### src/acmcfg_pkg.sv
package acmcfg_pkg;

  // Register offsets on the internal register port
  localparam logic [7:0] ADDR_DEVICE_CONFIG = 8'h0B;
  localparam logic [7:0] ADDR_AXIS_CONFIG_X = 8'h0C;
  localparam logic [7:0] ADDR_AXIS_CONFIG_Y = 8'h0D;
  localparam logic [7:0] ADDR_ARM_CONFIG_X  = 8'h0E;
  localparam logic [7:0] ADDR_ARM_CONFIG_Y  = 8'h0F;

  // Reset values
  localparam logic [7:0] RST_DEVICE_CONFIG = 8'h00;
  localparam logic [7:0] RST_AXIS_CONFIG   = 8'h00;
  localparam logic [7:0] RST_ARM_CONFIG    = 8'h0F;

  // Device configuration fields
  localparam int unsigned DCFG_LOCK_BIT   = 5;
  localparam int unsigned DCFG_FORMAT_BIT = 4;
  localparam int unsigned DCFG_OFFSET_MONITOR_EN_BIT  = 3;
  localparam int unsigned DCFG_MODE_LSB   = 0;
  localparam int unsigned DCFG_MODE_W     = 3;

  // Axis configuration fields
  localparam int unsigned AXIS_ST_BIT     = 7;
  localparam int unsigned AXIS_FILT_LSB   = 0;
  localparam int unsigned AXIS_FILT_W     = 4;
  localparam int unsigned FILT_SLOW_BIT   = 3;
  localparam logic [2:0]  FILT_3POLE_LOW  = 3'h5;
  localparam logic [2:0]  FILT_LAST_LOW   = 3'h5;

  // Arming configuration fields
  localparam int unsigned ARM_STRETCH_LSB = 4;
  localparam int unsigned ARM_NEG_LSB     = 2;
  localparam int unsigned ARM_POS_LSB     = 0;

  // Zero-g output codes
  localparam logic [9:0] ZERO_CODE_UNSIGNED = 10'h200;
  localparam logic [9:0] ZERO_CODE_SIGNED   = 10'h000;

  // Timing: clock rate and offset monitor blanking after self-test
  localparam int unsigned CLK_KHZ           = 40000;
  localparam int unsigned SELFTEST_BLANK_US = 1000;
  localparam int unsigned SELFTEST_BLANK_CYC = SELFTEST_BLANK_US * CLK_KHZ / 1000;
  localparam int unsigned BLANK_CNT_W       = 24;

  typedef enum logic [2:0] {
    ACM_ARM_OFF      = 3'b000,
    ACM_ARM_PCM      = 3'b001,
    ACM_ARM_MAVG_HI  = 3'b010,
    ACM_ARM_MAVG_LO  = 3'b011,
    ACM_ARM_COUNT_HI = 3'b100,
    ACM_ARM_COUNT_LO = 3'b101,
    ACM_ARM_UNF_HI   = 3'b110,
    ACM_ARM_UNF_LO   = 3'b111
  } acm_arm_mode_t;

  typedef struct packed {
    logic [3:0] filter_sel;
    logic       filt_valid;
    logic       filt_slow;
    logic       filt_three_pole;
    logic [1:0] stretch_sel;
    logic [1:0] neg_window_sel;
    logic [1:0] pos_window_sel;
  } acm_axis_cfg_t;

endpackage

### src/acmcfg_blank_timer.sv
`timescale 1ns/1ps
module acmcfg_blank_timer #(
  parameter logic [23:0] BLANK_CYC = 24'h00_9C40
) (
  // Clock and reset
  input  wire logic clk,
  input  wire logic rst_n,
  // Control
  input  wire logic start,
  output logic      busy
);

  logic [23:0] cnt_r;
  wire  [23:0] cnt_nxt = start ? BLANK_CYC : (cnt_r != 24'h00_0000) ? cnt_r - 24'h00_0001 : cnt_r;

  always_ff @(posedge clk)
  begin
    if (!rst_n)
      cnt_r <= 24'h00_0000;
    else
      cnt_r <= cnt_nxt;
  end

  assign busy = (cnt_r != 24'h00_0000);

endmodule

### src/acmcfg_top.sv
// Operation
// - Format bit one gives unsigned results, zero-g nominal code 512.
// - Format bit zero gives signed results, zero-g nominal code zero.
// - Offset monitor runs only while its enable bit is one.
// - Three-bit mode field selects arming pin mode for both axes.
// - In filtered/unfiltered modes low bit picks polarity and pull current.
// - Axis configuration writes accepted only before init-done is set.
// - Axis and arming configuration registers are covered by the checksum.
// - Self-test bit seven enables positive self-test only while init-done clear.
// - Every internal reset clears both self-test enable bits.
// - Active self-test suspends offset cancel and monitor, status reports it.
// - After self-test clears, monitor blanked for interval, status clears at once.
// - Filter codes 0 to 5 select the fast 8 us filters.
// - Filter codes 8 to 13 select the slow 16 us filters.
// - Arming configuration matters only in moving average or count mode.
// - Arming register: stretch bits 5:4, negative window 3:2, positive 1:0.
// - Arming configuration writes accepted only before init-done is set.
// - Init-done write-protects config registers and clears only by reset.
// - Checksum comparison runs only while init-done is set.
`timescale 1ns/1ps
module acmcfg_top #(
  parameter int unsigned BLANK_CYC = acmcfg_pkg::SELFTEST_BLANK_CYC
) (
  // Clock and reset
  input  wire logic                     CLK,
  input  wire logic                     RST_N,
  // Register port from the serial interface decoder
  input  wire logic                     REG_WR,
  input  wire logic                     REG_RD,
  input  wire logic [7:0]               REG_ADDR,
  input  wire logic [7:0]               REG_WDATA,
  output logic [7:0]                    REG_RDATA,
  output logic                          REG_RVALID,
  // Data format
  output logic                          DATA_UNSIGNED,
  output logic [9:0]                    ZERO_CODE,
  // Offset and self-test control
  output logic                          OFFSET_MON_EN,
  output logic                          OFFSET_CANCEL_HOLD,
  output logic                          SELFTEST_STATUS,
  output logic                          X_SELFTEST_EN,
  output logic                          Y_SELFTEST_EN,
  // Per-axis configuration
  output acmcfg_pkg::acm_axis_cfg_t     X_CFG,
  output acmcfg_pkg::acm_axis_cfg_t     Y_CFG,
  // Arming pin configuration
  output acmcfg_pkg::acm_arm_mode_t     ARM_MODE,
  output logic                          ARM_OUT_EN,
  output logic                          ARM_ACTIVE_LOW,
  output logic                          ARM_PULLUP_EN,
  output logic                          ARM_PULLDOWN_EN,
  output logic                          ARM_PARAM_USE,
  // Lock and checksum
  output logic                          INIT_DONE,
  output logic                          CRC_CHECK_EN,
  output logic [39:0]                   CRC_IMAGE
);

  logic [7:0] dcfg_r;
  logic [7:0] axx_r;
  logic [7:0] axy_r;
  logic [7:0] amx_r;
  logic [7:0] amy_r;
  logic       st_act_r;

  // Address decode
  wire lock      = dcfg_r[acmcfg_pkg::DCFG_LOCK_BIT];
  wire wr_ok     = REG_WR && !lock;
  wire sel_dcfg  = (REG_ADDR == acmcfg_pkg::ADDR_DEVICE_CONFIG);
  wire sel_axx   = (REG_ADDR == acmcfg_pkg::ADDR_AXIS_CONFIG_X);
  wire sel_axy   = (REG_ADDR == acmcfg_pkg::ADDR_AXIS_CONFIG_Y);
  wire sel_amx   = (REG_ADDR == acmcfg_pkg::ADDR_ARM_CONFIG_X);
  wire sel_amy   = (REG_ADDR == acmcfg_pkg::ADDR_ARM_CONFIG_Y);

  // Init-done is sticky; only reset brings it back to zero
  wire [7:0] dcfg_nxt = (wr_ok && sel_dcfg) ?
                        (REG_WDATA | (dcfg_r & (8'h01 << acmcfg_pkg::DCFG_LOCK_BIT))) :
                        dcfg_r;
  wire [7:0] axx_nxt  = (wr_ok && sel_axx) ? REG_WDATA : axx_r;
  wire [7:0] axy_nxt  = (wr_ok && sel_axy) ? REG_WDATA : axy_r;
  wire [7:0] amx_nxt  = (wr_ok && sel_amx) ? REG_WDATA : amx_r;
  wire [7:0] amy_nxt  = (wr_ok && sel_amy) ? REG_WDATA : amy_r;

  // Read mux: unmapped offsets return zero
  wire [7:0] rd_mux = sel_dcfg ? dcfg_r :
                      sel_axx  ? axx_r  :
                      sel_axy  ? axy_r  :
                      sel_amx  ? amx_r  :
                      sel_amy  ? amy_r  : 8'h00;

  // Self-test only takes effect while still initialising
  wire st_x      = axx_r[acmcfg_pkg::AXIS_ST_BIT] && !lock;
  wire st_y      = axy_r[acmcfg_pkg::AXIS_ST_BIT] && !lock;
  wire st_act    = st_x || st_y;
  wire st_fall   = st_act_r && !st_act;
  wire blank_busy;

  acmcfg_blank_timer #(
    .BLANK_CYC (BLANK_CYC[23:0])
  ) u_blank (
    .clk   (CLK),
    .rst_n (RST_N),
    .start (st_fall),
    .busy  (blank_busy)
  );

  // Monitor stays off through self-test and the blanking tail that follows;
  // the falling edge itself is masked because the timer only loads on it
  wire offset_monitor_en_nxt = dcfg_r[acmcfg_pkg::DCFG_OFFSET_MONITOR_EN_BIT] && !st_act &&
                   !st_fall && !blank_busy;

  wire       fmt_uns  = dcfg_r[acmcfg_pkg::DCFG_FORMAT_BIT];
  wire [9:0] zero_nxt = fmt_uns ? acmcfg_pkg::ZERO_CODE_UNSIGNED :
                                  acmcfg_pkg::ZERO_CODE_SIGNED;

  // Arming pin mode
  wire [2:0] mode_raw = dcfg_r[acmcfg_pkg::DCFG_MODE_LSB +: acmcfg_pkg::DCFG_MODE_W];
  acmcfg_pkg::acm_arm_mode_t mode_nxt;
  logic mode_filtered;
  logic mode_polar;

  always_comb
  begin
    mode_nxt      = acmcfg_pkg::acm_arm_mode_t'(mode_raw);
    mode_filtered = 1'b0;
    mode_polar    = 1'b0;
    case (mode_nxt)
      acmcfg_pkg::ACM_ARM_OFF,
      acmcfg_pkg::ACM_ARM_PCM:
      begin
        mode_filtered = 1'b0;
        mode_polar    = 1'b0;
      end
      acmcfg_pkg::ACM_ARM_MAVG_HI,
      acmcfg_pkg::ACM_ARM_MAVG_LO,
      acmcfg_pkg::ACM_ARM_COUNT_HI,
      acmcfg_pkg::ACM_ARM_COUNT_LO:
      begin
        mode_filtered = 1'b1;
        mode_polar    = 1'b1;
      end
      acmcfg_pkg::ACM_ARM_UNF_HI,
      acmcfg_pkg::ACM_ARM_UNF_LO:
      begin
        mode_filtered = 1'b0;
        mode_polar    = 1'b1;
      end
      default:
      begin
        mode_filtered = 1'b0;
        mode_polar    = 1'b0;
      end
    endcase
  end

  wire arm_low_nxt  = mode_polar && mode_raw[0];
  wire arm_high_nxt = mode_polar && !mode_raw[0];

  // Per-axis decode, one instance of the same logic for X and Y
  acmcfg_pkg::acm_axis_cfg_t axis_nxt [2];
  wire [7:0] ax_src [2];
  wire [7:0] am_src [2];
  assign ax_src[0] = axx_r;
  assign ax_src[1] = axy_r;
  assign am_src[0] = amx_r;
  assign am_src[1] = amy_r;

  genvar gi;
  generate
    for (gi = 0; gi < 2; gi = gi + 1)
    begin : g_axis
      wire [3:0] fsel = ax_src[gi][acmcfg_pkg::AXIS_FILT_LSB +: acmcfg_pkg::AXIS_FILT_W];
      // Codes 6, 7, 14, 15 are flagged invalid; filters must not trust them
      assign axis_nxt[gi].filter_sel      = fsel;
      assign axis_nxt[gi].filt_valid      = (fsel[2:0] <= acmcfg_pkg::FILT_LAST_LOW);
      assign axis_nxt[gi].filt_slow       = fsel[acmcfg_pkg::FILT_SLOW_BIT];
      assign axis_nxt[gi].filt_three_pole = (fsel[2:0] == acmcfg_pkg::FILT_3POLE_LOW);
      // Arming parameters are masked outside moving average and count modes
      assign axis_nxt[gi].stretch_sel     = mode_filtered ?
               am_src[gi][acmcfg_pkg::ARM_STRETCH_LSB +: 2] : 2'b00;
      assign axis_nxt[gi].neg_window_sel  = mode_filtered ?
               am_src[gi][acmcfg_pkg::ARM_NEG_LSB +: 2] : 2'b00;
      assign axis_nxt[gi].pos_window_sel  = mode_filtered ?
               am_src[gi][acmcfg_pkg::ARM_POS_LSB +: 2] : 2'b00;
    end
  endgenerate

  // Checksum image: device, axis and arming configuration, low offset first
  wire [39:0] crc_nxt = {amy_r, amx_r, axy_r, axx_r, dcfg_r};

  // Configuration storage
  always_ff @(posedge CLK)
  begin
    if (!RST_N)
    begin
      dcfg_r <= acmcfg_pkg::RST_DEVICE_CONFIG;
      axx_r  <= acmcfg_pkg::RST_AXIS_CONFIG;
      axy_r  <= acmcfg_pkg::RST_AXIS_CONFIG;
      amx_r  <= acmcfg_pkg::RST_ARM_CONFIG;
      amy_r  <= acmcfg_pkg::RST_ARM_CONFIG;
    end
    else
    begin
      dcfg_r <= dcfg_nxt;
      axx_r  <= axx_nxt;
      axy_r  <= axy_nxt;
      amx_r  <= amx_nxt;
      amy_r  <= amy_nxt;
    end
  end

  // Read answer
  always_ff @(posedge CLK)
  begin
    if (!RST_N)
    begin
      REG_RDATA  <= 8'h00;
      REG_RVALID <= 1'b0;
    end
    else
    begin
      REG_RVALID <= REG_RD;
      if (REG_RD)
        REG_RDATA <= rd_mux;
    end
  end

  // Decoded outputs, registered one cycle behind the storage
  always_ff @(posedge CLK)
  begin
    if (!RST_N)
    begin
      st_act_r           <= 1'b0;
      DATA_UNSIGNED      <= 1'b0;
      ZERO_CODE          <= acmcfg_pkg::ZERO_CODE_SIGNED;
      OFFSET_MON_EN      <= 1'b0;
      OFFSET_CANCEL_HOLD <= 1'b0;
      SELFTEST_STATUS    <= 1'b0;
      X_SELFTEST_EN      <= 1'b0;
      Y_SELFTEST_EN      <= 1'b0;
      X_CFG              <= '0;
      Y_CFG              <= '0;
      ARM_MODE           <= acmcfg_pkg::ACM_ARM_OFF;
      ARM_OUT_EN         <= 1'b0;
      ARM_ACTIVE_LOW     <= 1'b0;
      ARM_PULLUP_EN      <= 1'b0;
      ARM_PULLDOWN_EN    <= 1'b0;
      ARM_PARAM_USE      <= 1'b0;
      INIT_DONE          <= 1'b0;
      CRC_CHECK_EN       <= 1'b0;
      CRC_IMAGE          <= '0;
    end
    else
    begin
      st_act_r           <= st_act;
      DATA_UNSIGNED      <= fmt_uns;
      ZERO_CODE          <= zero_nxt;
      OFFSET_MON_EN      <= offset_monitor_en_nxt;
      OFFSET_CANCEL_HOLD <= st_act;
      SELFTEST_STATUS    <= st_act;
      X_SELFTEST_EN      <= st_x;
      Y_SELFTEST_EN      <= st_y;
      X_CFG              <= axis_nxt[0];
      Y_CFG              <= axis_nxt[1];
      ARM_MODE           <= mode_nxt;
      ARM_OUT_EN         <= (mode_raw != 3'h0);
      ARM_ACTIVE_LOW     <= arm_low_nxt;
      ARM_PULLUP_EN      <= arm_low_nxt;
      ARM_PULLDOWN_EN    <= arm_high_nxt;
      ARM_PARAM_USE      <= mode_filtered;
      INIT_DONE          <= lock;
      CRC_CHECK_EN       <= lock;
      CRC_IMAGE          <= crc_nxt;
    end
  end

endmodule

### config.mk
export PLATFORM = sky130hd
export DESIGN_NAME = acmcfg_top
export DESIGN_NICKNAME = d
export VERILOG_FILES = /design/src/acmcfg_pkg.sv /design/src/acmcfg_blank_timer.sv /design/src/acmcfg_top.sv
export SDC_FILE = /design/constraint.sdc
export NUM_CORES = 1
export LEC_CHECK = 0
export ABC_CLOCK_PERIOD_IN_PS = 4900
export BUFFER_PORTS_ARGS = -buffer_cell sky130_fd_sc_hd__buf_4
export CAP_MARGIN = 20
export CORE_UTILIZATION = 58
export CTS_CLUSTER_DIAMETER = 50
export DETAILED_ROUTE_END_ITERATION = 8
export PLACE_DENSITY_LB_ADDON = 0.08
export SLEW_MARGIN = 20
export SYNTH_ARGS = -nofsm -noshare
export SYNTH_HDL_FRONTEND = slang
export SYNTH_HIERARCHICAL = 1
export SYNTH_SLANG_ARGS = --single-unit
### constraint.sdc
create_clock -name CLK -period 4.9 [get_ports CLK]
set_clock_uncertainty 0.2 [all_clocks]
set_input_delay 0.98 -clock CLK [delete_from_list [all_inputs] [get_ports CLK]]
set_output_delay 0.98 -clock CLK [all_outputs]
set_load 0.02 [all_outputs]
Yosys cells after proc, flatten, opt, wreduce, memory -nomap -nowiden
Memory sizes are Yosys's and may differ from the RTL's. A register that Yosys moved wholly into a read port is not among the register bits.
Cells that the tools add are included.

operators by class
  reductions and logical operators = 25
  equal/unequal tests = 7
  bitwise operators = 2
  mux-type cells = 10
  magnitude comparators = 2
  add/sub/neg operators = 1

operators by type and width
  cell                                                  count
  equality test 8 x 4 -> 1 bit (second input constant)  5
  2-to-1 mux 8 bit                                      5
  2-to-1 mux 16 bit                                     2
  nonzero test 24 bit                                   1
  subtractor 24 x 1 -> 24 bit (second input constant)   1
  logical AND 1 bit                                     14
  2-to-1 mux 10 bit                                     1
  bitwise OR 8 x 6 -> 8 bit                             1
  equality test 3 bit (second input constant)           2
  <= comparator 3 bit (second input constant)           2
  2-to-1 mux 3 bit                                      2
  zero test 1 bit                                       5
  nonzero test 3 bit                                    1
  AND reduction 2 bit                                   1
  nonzero test 2 bit                                    1
  OR reduction 2 bit                                    1
  logical OR 1 bit                                      1
  inverter 1 bit                                        1

word-level totals
  memories kept = 1
  output and inout port bits = 101
  word-level logic and storage cells = 84
  bits in read-only memories = 16
  flip-flop bits (word level) = 162
  bits of input ports = 20

memory list
  name              words  width  read ports  clocked after memory_dff  write ports  RTL line           RTL
  (name not given)  8      2      1           1                         0            acmcfg_top.sv:127  case (mode_nxt)

Depth between registers and ports, before layout
  word-level depth = 8
  mapped depth = 8
  gate-level depth less buffers = 7

Cells and area by module
Netlist, hierarchy kept.

modules (own cells, without submodules)
  module              area each (µm²)  instances  seq. area each (µm²)  cells each
  acmcfg_top          4,194.0          1          2,302.2               398
  acmcfg_blank_timer  1,209.9          1          480.5                 140

Least setup slack after synthesis
Ideal clock, no wire load.

  path kind = register to register
  from = register u_blank.cnt_r[8]
  to = register u_blank.cnt_r[23]
  setup time = 70 ps
  slack = 2,106 ps
  data required time = 4,630 ps
  path buffers = 2
  clock period less this slack = 2,794 ps
  arrival = 2,524 ps
  stages on the path, launching flop included = 8
  cell sequence = dfxtp_1 > or4_1 > buf_2 > or4_1 > buf_2 > or4b_4 > or3_1 > a21oi_1

on the way
  cells in the longest elaborated chain, start to end = 1
  elaborated cells on any way between the ends = 2
  those cells by class = add/sub: 1; reduce/logical: 1

RTL lines
  what                                                                RTL line                  RTL
  start: declaration                                                  acmcfg_blank_timer.sv:13  logic [23:0] cnt_r;
  start signal: assignment                                            acmcfg_blank_timer.sv:21  cnt_r <= cnt_nxt;
  subtractor 24 x 1 -> 24 bit or nonzero test 24 bit (tied branches)  acmcfg_blank_timer.sv:14  wire [23:0] cnt_nxt = start ? BLANK_CYC : (cnt_r != 24'h00_0000) ? cnt_r - 24'h00_0001 : cnt_r;

Parallel ways exist; a longest one is shown, timed or not.
A chain may end at the register's enable or synchronous reset.

Final worst setup path
Ends and elaborated chain as after synthesis.

==> out/results.tsv <==
stage	metric	value	unit
outcome	outcome	finished, violations left	
outcome	failing checks	design-rule violations	
cells_and_area	Reg area	2783	µm²
route	post-detailed-route count of antenna-violating nets	0	
route	routed vias/inst	5.775	
clock_network	Clock Latency Late Sink	0.52	ns
setup_path	Req. time, crit path	5.14	ns
global_routing	pin count of the biggest net entering global routing	73	
synth	post-synthesis cell count	538	
timing	Final Hold Fails	0	
hold_path	Tightest Hold Check Type	flip-flop to flip-flop	
route	router iterations before antenna repair	9	
placement	instance area at placement	6082	µm²
global_routing	global-route wire length before repair	20.80	mm
power_and_ir_drop	Net Switching	1.085	mW
setup_path	Worst setup EP type	flip-flop	
power_and_ir_drop	Clk pwr share	37.2	%
die	Die Y	98.53	µm
power_and_ir_drop	Power per Cell Area	505.5	nW/µm²
timing	minimum clock period	2.929	ns
synth	synth unique cells	62	
cells_and_area	Multi-input gate area	2227	µm²
route	initial drt markers	288	
power_and_ir_drop	Comb pwr share	24.0	%
route	DRC	9	
cells_and_area	Finished Core Util	75.13	%
route	routed len/inst	17.36	µm
route	total number of vias	4285	
die	initial cell density of the core	60.78	%
clock_network	Clock Sinks	139	
synth	Yosys reg bits	139	
clock_network	H-tree levels	4	
die	Die ar.	9707	µm²
cells_and_area	Final nets	642	
power_and_ir_drop	sequential power share	38.7	%
power_and_ir_drop	internal power	2.292	mW
clock_network	CTS resizes	0	
power_and_ir_drop	total power	3.377	mW
timing	Fin Setup TNS	0	ns
timing	max-slew violation count	0	
synth	number of enable flip-flop cells after synthesis	0	
power_and_ir_drop	worst vdd ir	261.4	µV
clock_network	post-cts hold buffer count	0	
global_routing	vias in the first global route	4091	
placement	port buffer count	111	
timing	Tightest Pin Transition	0.9617	ns
synth	register area share after synthesis	51.49	%
cells_and_area	share of cells above drive strength 1	26.66	%
timing	final setup fails	0	
flow_run	max cap viols	0	
synth	Mapped Area	5404	µm²
clock_network	CTS tree	yes	
setup_path	critical path class	flip-flop to flip-flop	
timing	RSZ-0062 raised after global routing	no	
setup_path	Worst setup SP type	flip-flop	
cells_and_area	Filler cells	654	
clock_network	Max Root-Sink Buffers	2	
synth	synth warn	6	
die	core area	8891	µm²
global_routing	initial antenna violation count	0	
placement	GPL Wtd Cong	0.8958	
cells_and_area	post-route cell area	6680	µm²
cells_and_area	number of inserted diodes	0	
synth	Post-Syn Area per Cell	10.04	µm²
setup_path	crit-path max FO	7	
global_routing	All-Layer GR Usage	27.70	%
setup_path	crit path DAT	3.17	ns
placement	dpl hpwl	8.837	mm
die	IO Count	121	
power_and_ir_drop	P_leak	3.117	nW
timing	Rel. slew slack	35.82	%
clock_network	clk slew on worst S/H paths	0.06	ns
die	num rows	34	
global_routing	Congestion Overflow GR	0	
power_and_ir_drop	Net Sw Frac	32.12	%
synth	Synth Flop Type	dfxtp_1	
clock_network	post-CTS setup buffer count	0	
die	Die W	98.53	µm
timing	FMAX	341.4	MHz
clock_network	CTS Buf Count	17	
cells_and_area	Layout area overhead	23.62	%
synth	Post-synth ARST share	0	%
clock_network	Root Buffer	clkbuf_8	
timing	period utilization	59.78	%
route	WL final	12.88	mm
==> power groups by stage <==
| stage | Clock, mW | Combinational [mW] | Sequential (mW) |
|---|---|---|---|
| 2_1_floorplan | 0 | 0.643 | 1.31 |
| 3_3_place_gp | 0 | 0.752 | 1.32 |
| 3_5_place_dp | 0 | 0.775 | 1.33 |
| 4_1_cts | 1.27 | 0.784 | 1.31 |
| 5_1_grt | 1.32 | 0.893 | 1.32 |
| 6_report | 1.26 | 0.811 | 1.31 |
==> layout make-up <==
| class | instances | area share (%) |
|---|---|---|
| Sequential cell | 139 | 41.66 |
| Multi-Input combinational cell | 322 | 33.34 |
| Timing Repair Buffer | 112 | 12.59 |
| Clock buffer | 18 | 6.406 |
| Clock inverter | 14 | 2.360 |
| Tap cell | 108 | 2.023 |
| Inverter | 29 | 1.630 |
==> state kept, by name, summed over array words and instances (netlist names), 11 cells and up <==
| name | flops |
|---|---|
| CRC_IMAGE | 32 |
| Y_CFG | 11 |
| X_CFG | 11 |
| u_blank/cnt_r | 24 |
==> worst paths after layout <==
check                                              startpoint                        endpoint  slack [ns]  cells past startpoint
worst max register to register  u_blank/cnt_r[8]$_SDFFE_PP0P_  u_blank/cnt_r[23]$_SDFFE_PP0P_        1.97                      5
worst max-delay path            u_blank/cnt_r[8]$_SDFFE_PP0P_  u_blank/cnt_r[23]$_SDFFE_PP0P_        1.97                      5
worst min-delay path                    mode_polar$_SDFF_PP1_      ARM_PULLDOWN_EN$_SDFF_PN0_        0.24                      2
worst min register to register          mode_polar$_SDFF_PP1_      ARM_PULLDOWN_EN$_SDFF_PN0_        0.24                      2
==> metal layers <==
metal  up-vias  track usage [%]  routed length (µm)  part of all wire (%)
met5         -                0                   0                     0
met4         0            7.692                 145                   1.1
met3        17            7.872                 959                   7.4
met2       168            44.75                6117                    47
met1      2061            36.52                5661                    44
li1       2039                -                   -                     -
==> cell families after synthesis <==
family,synth area share (%)
xor gates and xnor gates,1.783
DFF,51.49
other,0.06939
muxes,9.261
buffers and inverters,8.081
and+or+nand+nor,20.98
AOI/OAI and AO/OA,8.104
adders and majority gates,0.2315
==> synth_stat cells (3+ instances only) <==
cell type,number,share of area (%)
dfxtp_1,139,51
nand2_1,39,2.7
nor2_1,39,2.7
mux2i_1,32,5.9
buf_4,30,4.2
inv_1,28,1.9
a21oi_1,27,2.5
nand4_1,19,2.2
and2_1,17,2.0
clkbuf_1,16,1.1
and3_1,13,1.5
or4_1,11,1.5
o31ai_1,9,1.3
mux4_2,8,3.3
nor3_1,8,0.74
or3_1,8,0.93
xnor2_1,8,1.3
a32oi_1,7,1.1
buf_1,6,0.42
nand3_1,5,0.46
nor4_1,5,0.58
buf_2,4,0.37
nand2b_1,4,0.46
nor2b_1,3,0.35
o21a_1,3,0.42
o21ai_0,3,0.28
xor2_1,3,0.49
==> per-stage QoR <==
step	setup slack, ns	cells	hold slack [ns]
final	1.971	742	0.2382
after detailed placement	1.982	710	0.2275
after global routing	1.867	742	0.2662
after floorplan	2.106	546	0.2148
after global placement	2.037	710	0.2249
after CTS	1.982	742	0.2371
==> worst max-delay path, stage by stage (launching register included) <==
cell and delay (ns):
dfxtp_1 0.34, or4_1 0.62, or4_1 0.68, or4b_4 0.56
or3_1 0.32, a21oi_1 0.14
==> cells in the final DEF (no fill, tap or decap), types with 11 or more instances in the layout <==
| master | Yosys | layout |
|---|---|---|
| a21oi_1 | 27 | 27 |
| inv_1 | 28 | 28 |
| nor2_1 | 39 | 39 |
| and3_1 | 13 | 13 |
| or4_1 | 11 | 11 |
| and2_1 | 17 | 17 |
| mux2i_1 | 32 | 32 |
| buf_4 | 30 | 112 |
| dfxtp_1 | 139 | 139 |
| nand4_1 | 19 | 19 |
| clkbuf_16 | 0 | 16 |
| nand2_1 | 39 | 39 |
(Power assumes the default switching activity.)
